## config.mk

```make
export PLATFORM = sky130hd
export DESIGN_NAME = etas_serial
export DESIGN_NICKNAME = d
export VERILOG_FILES = /design/src/hw/etas_pkg.sv /design/src/hw/etas_serial.sv
export VERILOG_INCLUDE_DIRS = /design/src /design/src/hw
export SDC_FILE = /design/constraint.sdc
export NUM_CORES = 1
export LEC_CHECK = 0
export BUFFER_PORTS_ARGS = -buffer_cell sky130_fd_sc_hd__buf_2
export CAP_MARGIN = 40
export CORE_MARGIN = 5
export CORE_UTILIZATION = 55
export CTS_BUF_LIST = sky130_fd_sc_hd__clkbuf_2
export DETAILED_ROUTE_END_ITERATION = 16
export PLACE_DENSITY = 0.74
export SYNTH_ARGS = -nofsm -noshare
export SYNTH_HDL_FRONTEND = slang
export SYNTH_SLANG_ARGS = --single-unit
```

## constraint.sdc

```tcl
create_clock -name clock -period 6.55 [get_ports clock]
set_input_delay 1.31 -clock clock [delete_from_list [all_inputs] [get_ports clock]]
set_output_delay 1.31 -clock clock [all_outputs]
set_load 0.02 [all_outputs]
```

## src/hw/etas_map.svh

```systemverilog
// Constants for the edge timed asynchronous serial port
// Notes on behaviour
// - Idle line stays high on both sides
// - Each character starts with one low bit
// - Data bits go least significant first
// - At least one high stop bit between characters
// - Idle gaps of any length are accepted
// - Eight data bits usual, seven or nine allowed
// - Top data bit may carry parity
// - Master transmit rate within half a percent
// - Receiver tolerates two percent rate error
// - Minimal receiver aligns on start edge only
// - Break is low longer than data plus one
// - Frame break lasts at least thirteen bits
// - Timestamp edges, rebuild bits from differences
// - Same level as before means glitch, dropped
// - Idle edge starts character only if low
// - Active edge converts interval into bit count
// - Rising edge shifts in zero bits
// - Falling edge shifts ones, checks completion each
// - Each run may be half bit off
// - Edge handling may lag almost one bit
// - Tick past stop end finishes pending character
// - Tick keeps running while reception active
// - Transmit bits timed by exact bit ticks
// - Data bits configurable from one to fourteen
// - Tick stops when everything idle
`ifndef ETAS_MAP_SVH
`define ETAS_MAP_SVH
`define ETAS_CLK_HZ 200000000
`define ETAS_BAUD 19200
`define ETAS_BIT_CYC (`ETAS_CLK_HZ / `ETAS_BAUD)
`define ETAS_TW 24
`define ETAS_SHW 16
`define ETAS_DW 14
`define ETAS_CW 5
`define ETAS_BRK_FRAME 16'h4000
`define ETAS_BRK_LEN 5'h0F
`define ETAS_IDLE_LVL 1'b1
`define ETAS_FIFO_DEPTH 16
`define ETAS_DEF_BITS 4'h8
`endif

```

## src/hw/etas_pkg.sv

```systemverilog
// Types for the edge timed asynchronous serial port
`include "etas_map.svh"
package etas_pkg;
   typedef enum logic [0:0] {
      RX_EDGE = 1'b0,
      RX_RUN = 1'b1
   } etas_rx_t;
   typedef struct packed {
      logic [`ETAS_TW-1:0] tmr;
      logic [`ETAS_TW-1:0] oc;
      logic tick_en;
      logic tx_line;
      logic [`ETAS_SHW-1:0] tx_sh;
      logic [`ETAS_CW-1:0] tx_cnt;
      logic txb_full;
      logic [`ETAS_DW:0] txb;
      logic rx_prev;
      logic cap_pend;
      logic [`ETAS_TW-1:0] cap_time;
      logic rx_lvl;
      logic rx_act;
      etas_rx_t rx_st;
      logic [`ETAS_TW-1:0] rx_last_t;
      logic [`ETAS_TW-1:0] rx_start_t;
      logic [`ETAS_SHW-1:0] rx_sh;
      logic [`ETAS_CW-1:0] rx_cnt;
      logic [`ETAS_TW-1:0] rem;
      logic rem_one;
      logic restart;
      logic [`ETAS_DW-1:0] rx_buf;
      logic rx_valid;
      logic rx_overrun;
      logic rx_break;
      logic rx_ferr;
   } etas_state_t;
endpackage

```

## src/hw/etas_serial.sv

```systemverilog
// Edge timed asynchronous serial port with its transmit FIFO
`timescale 1ns/1ps
`default_nettype none
`include "etas_map.svh"

module etas_fifo #(
   parameter int WIDTH = 15,
   parameter int DEPTH = `ETAS_FIFO_DEPTH
) (
   input wire logic clock,
   input wire logic rst,
   input wire logic in_valid,
   output logic in_ready,
   input wire logic [WIDTH-1:0] in_data,
   output logic out_valid,
   input wire logic out_ready,
   output logic [WIDTH-1:0] out_data
);
   localparam int AW = $clog2(DEPTH);
   logic [WIDTH-1:0] mem_q [DEPTH];
   logic [AW:0] wr_q;
   logic [AW:0] rd_q;
   logic push;
   logic pop;

   // Full when pointers differ only in the wrap bit
   assign in_ready = !((wr_q[AW] != rd_q[AW]) && (wr_q[AW-1:0] == rd_q[AW-1:0]));
   assign out_valid = (wr_q != rd_q);
   assign out_data = mem_q[rd_q[AW-1:0]];
   assign push = in_valid && in_ready;
   assign pop = out_valid && out_ready;

   always_ff @(posedge clock) begin
      if (rst) begin
         wr_q <= '0;
         rd_q <= '0;
      end else begin
         if (push) begin
            wr_q <= wr_q + 1'b1;
         end
         if (pop) begin
            rd_q <= rd_q + 1'b1;
         end
      end
   end

   always_ff @(posedge clock) begin
      if (push) begin
         mem_q[wr_q[AW-1:0]] <= in_data;
      end
   end
endmodule

module etas_serial #(
   parameter int BIT_CYCLES = `ETAS_BIT_CYC,
   parameter int FIFO_DEPTH = `ETAS_FIFO_DEPTH
) (
   input wire logic clock,
   input wire logic rst,
   input wire logic [3:0] cfg_bits,
   input wire logic tx_valid,
   output logic tx_ready,
   input wire logic [`ETAS_DW-1:0] tx_data,
   input wire logic tx_break,
   output logic tx_line,
   output logic tx_empty,
   input wire logic rx_line,
   output logic rx_valid,
   input wire logic rx_ready,
   output logic [`ETAS_DW-1:0] rx_data,
   output logic rx_overrun,
   output logic rx_break,
   output logic rx_frame_err,
   output logic rx_busy
);
   localparam logic [`ETAS_TW-1:0] BIT_T = `ETAS_TW'(BIT_CYCLES);
   localparam logic [`ETAS_TW-1:0] HALF_T = `ETAS_TW'(BIT_CYCLES / 2);

   etas_pkg::etas_state_t q;
   etas_pkg::etas_state_t d;
   logic f_valid;
   logic f_ready;
   logic [`ETAS_DW:0] f_data;

   // Back-pressure: the FIFO drains only into an empty transmit buffer
   etas_fifo #(
      .WIDTH(`ETAS_DW + 1),
      .DEPTH(FIFO_DEPTH)
   ) u_fifo (
      .clock(clock),
      .rst(rst),
      .in_valid(tx_valid),
      .in_ready(tx_ready),
      .in_data({tx_break, tx_data}),
      .out_valid(f_valid),
      .out_ready(f_ready),
      .out_data(f_data)
   );

   assign f_ready = !q.txb_full;
   assign tx_line = q.tx_line;
   assign tx_empty = !q.txb_full;
   assign rx_valid = q.rx_valid;
   assign rx_data = q.rx_buf;
   assign rx_overrun = q.rx_overrun;
   assign rx_break = q.rx_break;
   assign rx_frame_err = q.rx_ferr;
   assign rx_busy = q.rx_act;

   always_comb begin
      logic tick;
      logic [3:0] n;
      logic [`ETAS_CW-1:0] need;
      logic [`ETAS_TW-1:0] end_t;
      logic [`ETAS_SHW-1:0] src;
      logic [`ETAS_CW-1:0] cnt;
      logic [`ETAS_DW-1:0] dmask;
      logic [`ETAS_DW-1:0] word;
      logic [`ETAS_SHW-1:0] nsh;
      logic [`ETAS_CW-1:0] ncnt;
      d = q;
      n = (cfg_bits == 4'h0) ? 4'h1 : cfg_bits;
      need = `ETAS_CW'(n) + `ETAS_CW'(2);
      end_t = `ETAS_TW'((32'(n) + 32'd2) * 32'(BIT_CYCLES));
      dmask = `ETAS_DW'((16'h0001 << n) - 16'h0001);
      src = q.tx_sh;
      cnt = q.tx_cnt;
      word = '0;
      nsh = q.rx_sh;
      ncnt = q.rx_cnt;
      d.rx_overrun = 1'b0;
      d.rx_break = 1'b0;
      d.rx_ferr = 1'b0;

      // Free-running timer stamps every edge and paces every bit
      d.tmr = q.tmr + 1'b1;
      tick = q.tick_en && (q.tmr == q.oc);

      if (f_valid && !q.txb_full) begin
         d.txb_full = 1'b1;
         d.txb = f_data;
      end

      // Tick restarts one bit from now, so the first bit begins a bit later
      if (!q.tick_en && (q.txb_full || q.tx_cnt != '0 || q.rx_act)) begin
         d.tick_en = 1'b1;
         d.oc = q.tmr + BIT_T;
      end

      if (tick) begin
         // Adding to the old compare keeps bits exact to the cycle
         d.oc = q.oc + BIT_T;
         if (q.tx_cnt == '0 && q.txb_full) begin
            d.txb_full = 1'b0;
            if (q.txb[`ETAS_DW]) begin
               src = `ETAS_BRK_FRAME;
               cnt = `ETAS_BRK_LEN;
            end else begin
               src = {1'b0, q.txb[`ETAS_DW-1:0] & dmask, 1'b0};
               src = src | (`ETAS_SHW'(1) << (n + 4'h1));
               cnt = need;
            end
         end
         if (cnt != '0) begin
            d.tx_line = src[0];
            d.tx_sh = src >> 1;
            d.tx_cnt = cnt - 1'b1;
         end else begin
            d.tx_line = `ETAS_IDLE_LVL;
            d.tx_sh = '0;
         end
      end

      // A newer edge beats the clear of the pending flag
      d.rx_prev = rx_line;

      if (q.rx_valid && rx_ready) begin
         d.rx_valid = 1'b0;
      end

      unique case (q.rx_st)
         etas_pkg::RX_EDGE: begin
            if (q.cap_pend) begin
               d.cap_pend = 1'b0;
               if (rx_line == q.rx_lvl) begin
                  d.cap_pend = 1'b0;
               end else begin
                  d.rx_lvl = rx_line;
                  if (!q.rx_act) begin
                     if (!rx_line) begin
                        d.rx_act = 1'b1;
                        d.rx_last_t = q.cap_time;
                        d.rx_start_t = q.cap_time;
                        d.rx_cnt = '0;
                        d.rx_sh = '0;
                     end
                  end else begin
                     // Stamped time, not handling time, so latency is harmless
                     d.rem = q.cap_time - q.rx_last_t;
                     d.rem_one = !rx_line;
                     d.restart = !rx_line;
                     d.rx_last_t = q.cap_time;
                     d.rx_st = etas_pkg::RX_RUN;
                  end
               end
            end else if (tick && q.rx_act && q.rx_lvl) begin
               // Line high since last edge: remaining bits are all ones
               if (q.tmr - q.rx_start_t >= end_t) begin
                  d.rem = '1;
                  d.rem_one = 1'b1;
                  d.restart = 1'b0;
                  d.rx_st = etas_pkg::RX_RUN;
               end
            end
         end
         etas_pkg::RX_RUN: begin
            // Rounding at half a bit absorbs rate error per run
            if (q.rem >= HALF_T) begin
               nsh = {q.rem_one, q.rx_sh[`ETAS_SHW-1:1]};
               ncnt = q.rx_cnt + 1'b1;
               d.rx_sh = nsh;
               d.rx_cnt = ncnt;
               d.rem = (q.rem >= BIT_T) ? (q.rem - BIT_T) : '0;
               if (ncnt == need) begin
                  // One bit at a time so an early next start is caught
                  word = `ETAS_DW'(nsh >> (4'hF - n)) & dmask;
                  if (nsh[`ETAS_SHW-1]) begin
                     d.rx_overrun = q.rx_valid && !rx_ready;
                     d.rx_buf = word;
                     d.rx_valid = 1'b1;
                  end else if (word == '0) begin
                     d.rx_break = 1'b1;
                  end else begin
                     d.rx_ferr = 1'b1;
                  end
                  d.rx_st = etas_pkg::RX_EDGE;
                  d.rx_act = q.restart;
                  d.rx_start_t = q.rx_last_t;
                  d.rx_cnt = '0;
                  d.rx_sh = '0;
               end
            end else begin
               d.rx_st = etas_pkg::RX_EDGE;
            end
         end
      endcase

      if (rx_line != q.rx_prev) begin
         d.cap_pend = 1'b1;
         d.cap_time = q.tmr;
      end

      if (tick && d.tx_cnt == '0 && !d.txb_full && !d.rx_act) begin
         d.tick_en = 1'b0;
      end
   end

   always_ff @(posedge clock) begin
      if (rst) begin
         q <= '0;
         q.tx_line <= `ETAS_IDLE_LVL;
         q.rx_prev <= `ETAS_IDLE_LVL;
         q.rx_lvl <= `ETAS_IDLE_LVL;
      end else begin
         q <= d;
      end
   end

   // Accuracy is the clock's; integer bit period keeps error well under 0.5%
endmodule
`default_nettype wire

```

* Word-level counts from Yosys, hierarchy flattened *
Memory sizes are Yosys's and may differ from the RTL's. A register that Yosys moved wholly into a read port is not among the register bits.
Cells that the tools add are included.

operators by class
  $add $sub $neg = 15
  $mul = 1
  $lt $le $gt $ge = 3
  equal/unequal tests = 21
  shift-type cells = 3
  mux-type cells = 51
  bitwise operators = 8
  reductions and logical operators = 41

operator list
  cell                      number
  $mux W69                  2
  $pmux W69 S2              1
  $mux W45                  3
  $mux W26                  4
  $mux W97                  1
  $mux W24                  3
  $mux W25                  2
  $add A24 B14 Y24 const B  2
  $mux W16                  3
  $sub A24 B24 Y24          2
  $and A14 B14 Y14          2
  $add A24 B1 Y24 const B   1
  $eq A24 B24 Y1            1
  $ge A24 B13 Y1 const B    1
  $ge A24 B14 Y1 const B    1
  $ge A24 B19 Y1            1
  $mux W4                   6
  $sub A24 B14 Y24 const B  1
  $mux W5                   4
  $mux W17                  1
  $mux W1                   16
  $or A15 B16 Y16           1
  $shl A1 B4 Y16 const A    1
  $shr A16 B4 Y14           1
  34 further kinds          82

storage, ports and cells
  register bits after elaboration = 239
  bits in writable memories = 240
  input port bits = 24
  output and inout bits = 22
  word-level logic and storage cells = 172
  memories kept = 1

memories
  name          depth  width  rd ports  clocked after Yosys merged registers in  wr ports  line               RTL
  u_fifo.mem_q  16     15     1         1                                        1         etas_serial.sv:20  logic [WIDTH-1:0] mem_q [DEPTH];

* Longest topological paths before layout *
Gate-level depths: netlist (run 1).

  depth in word-level cells = 14
  gate-level depth with buffers = 29
  mapped depth without buffers = 26

* Cells and area by module *
Synthesis (run 1) repeated with hierarchy kept, for this count alone.

second synthesis, totals
  cells, all modules = 2480
  area, all modules = 25610.8 µm²

by module, submodules not included
  module       instances  cells each  area an instance (µm²)  seq. area each (µm²)
  etas_serial  1          2043        15640.0                 4544.4
  etas_fifo    1          437         9970.8                  7487.2

* Worst setup path after synthesis (run 1) *
No wires, ideal clock.

  path kind = in2reg
  from = input port cfg_bits[1]
  to = register q[29] in the netlist's numbering
  setup time = 0.143 ns
  arrival time = 6.526 ns
  required time = 6.407 ns
  path slack = -0.119 ns
  stages = 28
  buffers on the path = 3
  cell sequence = buf_2 -> inv_1 -> buf_1 -> ha_1 -> inv_1 -> ha_1 -> inv_1 -> fa_1 -> inv_1 -> ha_1 -> a31o_2 -> a31o_2 -> a221o_1 -> a31oi_1 -> nor2_1 -> nor2_1 -> xor2_1 -> ha_1 -> a21o_1 -> a21oi_1 -> o211ai_1 -> a311o_1 -> a21oi_1 -> o2111ai_1 -> nor3_1 -> a221o_2 -> buf_6 -> a211oi_2

between the ends
  cells in the longest elaborated chain, start to end = 7

ends and longest elaborated chain
  element                                 line                RTL
  start, declared                         etas_serial.sv:60   input wire logic [3:0] cfg_bits,
  $logic_not A4 Y1                        etas_serial.sv:122  n = (cfg_bits == 4'h0) ? 4'h1 : cfg_bits;
  $mux W4 (*)                             etas_serial.sv:122
  $add A4 B2 Y5 (*)                       etas_serial.sv:124  end_t = `ETAS_TW'((32'(n) + 32'd2) * 32'(BIT_CYCLES));
  $mul A5 B10 Y15 (*)                     etas_serial.sv:124
  $ge A24 B19 Y1 (*)                      etas_serial.sv:208  if (q.tmr - q.rx_start_t >= end_t) begin
  $ne A3 B3 Y1 (no source line) (*)       n/a
  $reduce_and A5 Y1 (no source line) (*)  n/a
  end, declared                           etas_serial.sv:79   etas_pkg::etas_state_t q;

Every way passes the cells marked *; elsewhere a longest branch is shown, timed or not.
A chain may end at the register's enable or synchronous reset.

* Final worst setup path (run 1) *
  from = input port cfg_bits[1]
  to = register q[113] in the netlist's numbering

between the ends
  cells in the longest elaborated chain, start to end = 9
  elaborated cells between the ends (all ways) = 13
  those cells by class = 2 x add/sub; 1 x mul; 1 x order compare; 1 x eq/ne; 7 x mux; 1 x reduce/logical

ends and longest elaborated chain
  element           line                RTL
  $logic_not A4 Y1  etas_serial.sv:122
  $mux W4 (*)       etas_serial.sv:122
  $add A4 B2 Y5     etas_serial.sv:124
  $mul A5 B10 Y15   etas_serial.sv:124
  $ge A24 B19 Y1    etas_serial.sv:208
  $mux W1           etas_serial.sv:208
  $mux W1           etas_serial.sv:206  end else if (tick && q.rx_act && q.rx_lvl) begin
  $mux W1           etas_serial.sv:183  if (q.cap_pend) begin
  $pmux W2 S2 (*)   etas_serial.sv:181  unique case (q.rx_st)

Marks and branches as above.

==> flow_summary.json, run 1 <==
{
  "status": "complete, no violations",
  "grt_remaining_overflow": 0,
  "combPwrFrac_pct": 24.4,
  "route.detailed.drc": 0,
  "synth_area_leaders": "edfxtp_1 29%, dfxtp_1 20%, mux4_2 7.6%",
  "min_period_ps": 5610,
  "final_core_util_pct": 60.2,
  "multiInputGateArea_um2": 11600,
  "synth_edf_count": 240,
  "path_max_fanout": 4,
  "p_sw_share_pct": 32.7,
  "syn_nets": 2479,
  "p_leak_nw": 9.73,
  "hold_viol_final": 0,
  "synth_top_area_share_pct": 29.1,
  "port-buffer-count": 45,
  "setup_viol": 0,
  "initial_core_util_pct": 55.8,
  "synth.largest_area_cell": "edfxtp_1",
  "cts_tree": "built",
  "grt_max_degree": 101,
  "synthArstFlopShare_pct": 0,
  "place_ws_ps": -161,
  "postSynthAreaPerCell_um2": 10.5,
  "final.setup.worst_slack_ps": 939,
  "layout_common_cells": "258 x nand2_1, 240 x edfxtp_1, 239 x dfxtp_1",
  "cts_setup_buffers": 0,
  "ys_types": 84,
  "track_usage_pct": 23.7,
  "fp.dieH_um": 222,
  "final_nets": 2550,
  "worstSkewPairLatency_ps": 1130,
  "holdCritPathClass": "reg -> reg",
  "htreeDepth": 3,
  "gp_congestion": 0.909,
  "tightest_slew_ps": 914,
  "p_int_mw": 4.76,
  "seq_area_frac_synth_pct": 48.7,
  "synth-seq-cells": 481,
  "fin_crit_sh_pct": 85.7,
  "final_common_cell": "nand2_1",
  "initialDrtViolationCount": 1489,
  "power_frac_seq_pct": 48.2,
  "netlist_instances": 2348,
  "skew_ps": 55.5,
  "cp-end-kind": "flop",
  "finalSetupTns_ps": 0,
  "wl_um": 60200,
  "synth_ff_type": "dfxtp_1",
  "vias_per_cell": 5.97,
  "crit_type": "in -> reg",
  "rsz0062_at_grt": "false",
  "place_hpwl_um": 41200,
  "grt_pass1_vias": 18127,
  "layout-area-overhead-vs-synth_pct": 7.95,
  "ctsResizeCount": 0,
  "drt_pass1_iterations": 8,
  "clock_power_share_pct": 27.4,
  "clock_sinks": 481,
  "cts_buffer_depth": 3,
  "io_pins": 46,
  "register_area_um2": 12000,
  "cp.arrival_ps": 6600,
  "cts.clk_slew.worst_paths_ps": 100,
  "drive_above_1_share_pct": 17.4,
  "die-area_um2": 49300,
  "cts_made_buffers": 116,
  "die_w_um": 222,
  "core_area_um2": 44300,
  "grt_pass1_wl_um": 95400,
  "maxSlewHeadroom_pct": 39.0,
  "max_freq_mhz": 178,
  "yosysWarnings": 0,
  "p_per_area_nw_per_um2": 265,
  "critPathRequiredTime_ps": 7540,
  "drv_cap": 0,
  "switching_power_mw": 2.31,
  "ir_worst_vdd_mv": 0.218,
  "total_power_mw": 7.07,
  "hold_buffers": 0,
  "wire_per_inst_um": 19.4,
  "holdWs_ps": 460,
  "num_vias": 18549,
  "ant_nets": 0,
  "slew_violations": 0,
  "clockRootBuffer": "clkbuf_2",
  "critPathLaunchType": "input pin",
  "antenna_found_initial": 5,
  "syn_area_um2": 24700,
  "nFillCells": 3624,
  "rows": 77
}
==> registers in the layout, indices dropped and copies added, names as in the netlist, named ones only <==
name / count
u_fifo.mem_q: 240
q: 207
rx_data: 14
u_fifo.rd_q: 5
u_fifo.wr_q: 5
rx_break: 1
rx_busy: 1
rx_frame_err: 1
rx_overrun: 1
rx_valid: 1
tx_line: 1
==> power groups by stage <==
| stage | clock network, mW | logic (mW) | registers, mW |
|---|---|---|---|
| floorplan | 0 | 1.34 | 3.39 |
| global placement | 0 | 1.67 | 3.47 |
| detailed placement | 0 | 1.72 | 3.48 |
| CTS | 1.99 | 1.73 | 3.41 |
| global route | 2.16 | 1.90 | 3.43 |
| finish | 1.94 | 1.73 | 3.41 |
==> critical path, stage by stage <==
cell       delay, ps
buf_2            110
ha_1             220
xor2_1           150
buf_4            150
ha_1             280
inv_1             50
fa_1             510
inv_1             50
ha_1             320
a31o_2           270
a31o_2           250
a221o_1          340
a31oi_1          230
nor2_1            80
nor2_1           110
xor2_1           160
ha_1             260
a21o_1           180
a21oi_1          130
o211ai_1          90
a311o_1          280
a21oi_1          120
o2111ai_1        170
buf_4            180
o31ai_1          190
nand3_1          150
o21ba_2          230
==> final timing paths <==
check               from  cells past startpoint  slack (ps)          to
max          cfg_bits[1]                     27         940      q[113]
max reg2reg       q[211]                     17        1770       q[22]
min           rx_data[2]                      2         460  rx_data[2]
min reg2reg   rx_data[2]                      2         460  rx_data[2]
==> routing by layer <==
metal	track usage [%]	wire, um	vias up	share of wire, %
met1	30.0	24800	9012	41
met3	4.40	3300	131	5.5
met2	41.1	30300	629	50
li1	-	-	8773	-
met5	0	27	-	0.045
met4	8.35	1750	4	2.9
==> metrics by stage <==
stage | std cells | cell area, um^2
2_1_floorplan | 2348 | 24700
3_3_place_gp | 2887 | 25500
3_5_place_dp | 2893 | 25600
4_1_cts | 3104 | 26700
5_1_grt | 3109 | 26700
6_report | 3109 | 26700
==> Yosys cell counts (7+ instances only) <==
cell / instances
or2_2: 9
o21a_1: 13
nor2b_1: 12
nand4_1: 21
nor2_1: 212
nand2_1: 258
o211ai_1: 10
a22oi_1: 40
nand2b_1: 23
dfxtp_1: 241
a31oi_1: 15
edfxtp_1: 240
a21oi_1: 178
mux4_2: 84
o21ai_0: 70
buf_1: 15
o21bai_1: 7
nor4_1: 17
o22ai_1: 13
xor2_1: 64
a211oi_2: 15
xnor2_1: 88
clkbuf_1: 115
o31ai_1: 9
mux2i_1: 31
a221oi_1: 16
and2_1: 9
ha_1: 102
inv_1: 121
a211oi_1: 40
nor3_1: 28
buf_2: 7
a21o_1: 25
and3_1: 11
nand3_1: 51
buf_4: 15
or3_1: 13
==> cell families after synthesis <==
logic type      after synthesis  share of synthesized area (%)
xor+xnor                    152                           5.38
mux                         118                           9.04
compound gates              531                           14.6
buf+inv                     275                           4.50
simple gates                683                           12.3
other cells                   1                         0.0152
flops                       481                           48.7
fa+ha+maj                   107                           5.57
==> cell type report <==
| class | instances | area share (%) |
|---|---|---|
| Timing Repair Buffer | 107 | 2.87 |
| Antenna cell | 5 | 0.0469 |
| Inverter | 121 | 1.70 |
| Multi-Input combinational cell | 1592 | 43.6 |
| Clock inverter | 36 | 0.656 |
| Sequential cell | 481 | 45.1 |
| Clock buffer | 175 | 3.28 |
| Tap cell | 592 | 2.77 |
Note: power is estimated with default switching activity, not from simulation.
==> run 2: changes to the inputs <==
--- a/config.mk
+++ b/config.mk
@@ -6,13 +6,12 @@
 export SDC_FILE = /design/constraint.sdc
 export NUM_CORES = 1
 export LEC_CHECK = 0
-export BUFFER_PORTS_ARGS = -buffer_cell sky130_fd_sc_hd__buf_2
 export CAP_MARGIN = 40
-export CORE_MARGIN = 5
 export CORE_UTILIZATION = 55
 export CTS_BUF_LIST = sky130_fd_sc_hd__clkbuf_2
 export DETAILED_ROUTE_END_ITERATION = 16
-export PLACE_DENSITY = 0.74
+export DONT_BUFFER_PORTS = 1
+export PLACE_DENSITY = 0.73
 export SYNTH_ARGS = -nofsm -noshare
 export SYNTH_HDL_FRONTEND = slang
 export SYNTH_SLANG_ARGS = --single-unit
==> run 2 against run 1 <==
Die area shrank 7.1%. Largest cell class unchanged. Worst hold slack lost 250 ps. Highest routed layer is now met4. Total power shrank 1.1%. Maximum frequency grew 3.4%. Critical path depth shrank 2. Worst setup slack gained 190 ps. Critical path type unchanged. Cell count shrank 2.4%. Largest power group unchanged.
==> flow_summary.json, run 2 (synthesis results as in run 1) <==
{
  "status": "complete, no violations",
  "finalSetupTns_ps": 0,
  "grt_pass1_wl_um": 94700,
  "fin_crit_sh_pct": 82.8,
  "dpl.cell_count": 2830,
  "maxSlewHeadroom_pct": 39.4,
  "ir_worst_vdd_mv": 0.247,
  "cp_slowest_cell": "fa_1",
  "cts_buffer_depth": 3,
  "wl_um": 59300,
  "wire_per_inst_um": 19.5,
  "p_per_area_nw_per_um2": 266,
  "slew_violations": 0,
  "ant_nets": 0,
  "cp_num_buf_inv": 3,
  "worstSkewPairLatency_ps": 1220,
  "final_common_cell": "nand2_1",
  "cp.arrival_ps": 6420,
  "setup_viol": 0,
  "crit_path_frequent_cell": "ha_1",
  "cpPeakStageDelay_ps": 520,
  "die-area_um2": 45800,
  "initialDrtViolationCount": 1644,
  "hold_viol_final": 0,
  "skew_ps": 90.8,
  "largest_register_ffs": 240,
  "htreeDepth": 3,
  "port-buffer-count": 0,
  "path_delay_family": "compound AO/OA/AOI/OAI gates",
  "place_hpwl_um": 40700,
  "io_pins": 46,
  "track_usage_pct": 25.9,
  "cts.clk_slew.worst_paths_ps": 110,
  "critPathLaunchType": "input pin",
  "route.detailed.drc": 0,
  "cts_tree": "built",
  "p_leak_nw": 9.40,
  "initial_core_util_pct": 55.8,
  "grt_pass1_vias": 18091,
  "clockRootBuffer": "clkbuf_2",
  "path_max_fanout": 24,
  "die_w_um": 214,
  "layoutNonFillerInstCount": 3035,
  "cts_setup_buffers": 0,
  "drt_pass1_iterations": 6,
  "min_period_ps": 5430,
  "tightest_slew_ps": 907,
  "critPathRequiredTime_ps": 7540,
  "drive_above_1_share_pct": 15.0,
  "hold_buffers": 0,
  "antenna_found_initial": 2,
  "ctsResizeCount": 0,
  "cp-end-kind": "flop",
  "grt_remaining_overflow": 0,
  "layout-area-overhead-vs-synth_pct": 6.28,
  "grt_max_degree": 222,
  "crit_type": "in -> reg",
  "rsz0062_at_grt": "false",
  "max_freq_mhz": 184,
  "holdCritPathClass": "in -> reg",
  "layout_common_cells": "258 x nand2_1, 240 x edfxtp_1, 239 x dfxtp_1",
  "num_vias": 18281,
  "core_area_um2": 44300,
  "vias_per_cell": 6.02,
  "fp.dieH_um": 214,
  "drv_cap": 0,
  "gp_congestion": 0.950,
  "clock_sinks": 481,
  "final_nets": 2488,
  "rows": 77,
  "cts_made_buffers": 116
}
-- run 2: per-stage QoR --
step | area (um^2) | power (mW) | worst slack [ps] | utilization (%) | hold slack, ps
final | 26300 | 7.00 | 1120 | 59.3 | 212
after detailed placement | 25200 | 5.12 | 12.8 | 56.9 | 447
after global routing | 26300 | 7.38 | 944 | 59.3 | 68.3
after CTS | 26300 | 7.05 | 1220 | 59.3 | 74.8
after floorplan | 24700 | 4.73 | 27.8 | - | 427
after global placement | 25200 | 5.07 | 107 | 56.8 | 441
-- run 2: per-layer routing --
| layer | part of all wire (%) | routed length [um] | vias up | global-route usage, % |
|---|---|---|---|---|
| met4 | 3.7 | 2190 | 0 | 12.1 |
| met3 | 6.1 | 3630 | 145 | 5.70 |
| met1 | 40 | 23900 | 8918 | 31.5 |
| met5 | 0 | 0 | - | 0 |
| met2 | 50 | 29600 | 584 | 44.0 |
| li1 | - | - | 8634 | - |
-- run 2: path summary, 6_finish.rpt --
check	from	to	slack, ps	cells past startpoint
worst max-delay path	cfg_bits[1]	q[21]	1120	25
worst min-delay path	tx_data[6]	u_fifo.mem_q[1][6]	210	0
worst max register to register	q[211]	q[21]	1740	17
worst min register to register	q[176]	q[176]	470	2
-- run 2: area by class of cell --
type,count,area (um^2)
Fill cell,3681,18000
Sequential cell,481,12000
Multi-Input combinational cell,1592,11600
Clock buffer,167,836
Tap cell,592,741
Inverter,121,454
Timing Repair Buffer,45,370
Clock inverter,33,193
Antenna cell,4,10.0
-- run 2: power breakdown --
part	switching (mW)	total (mW)	internal, mW	leakage [nW]
logic	0.899	1.64	0.742	4.50
registers	0.147	3.41	3.27	4.12
clock network	1.20	1.94	0.739	0.785
total	2.25	7.00	4.75	9.40
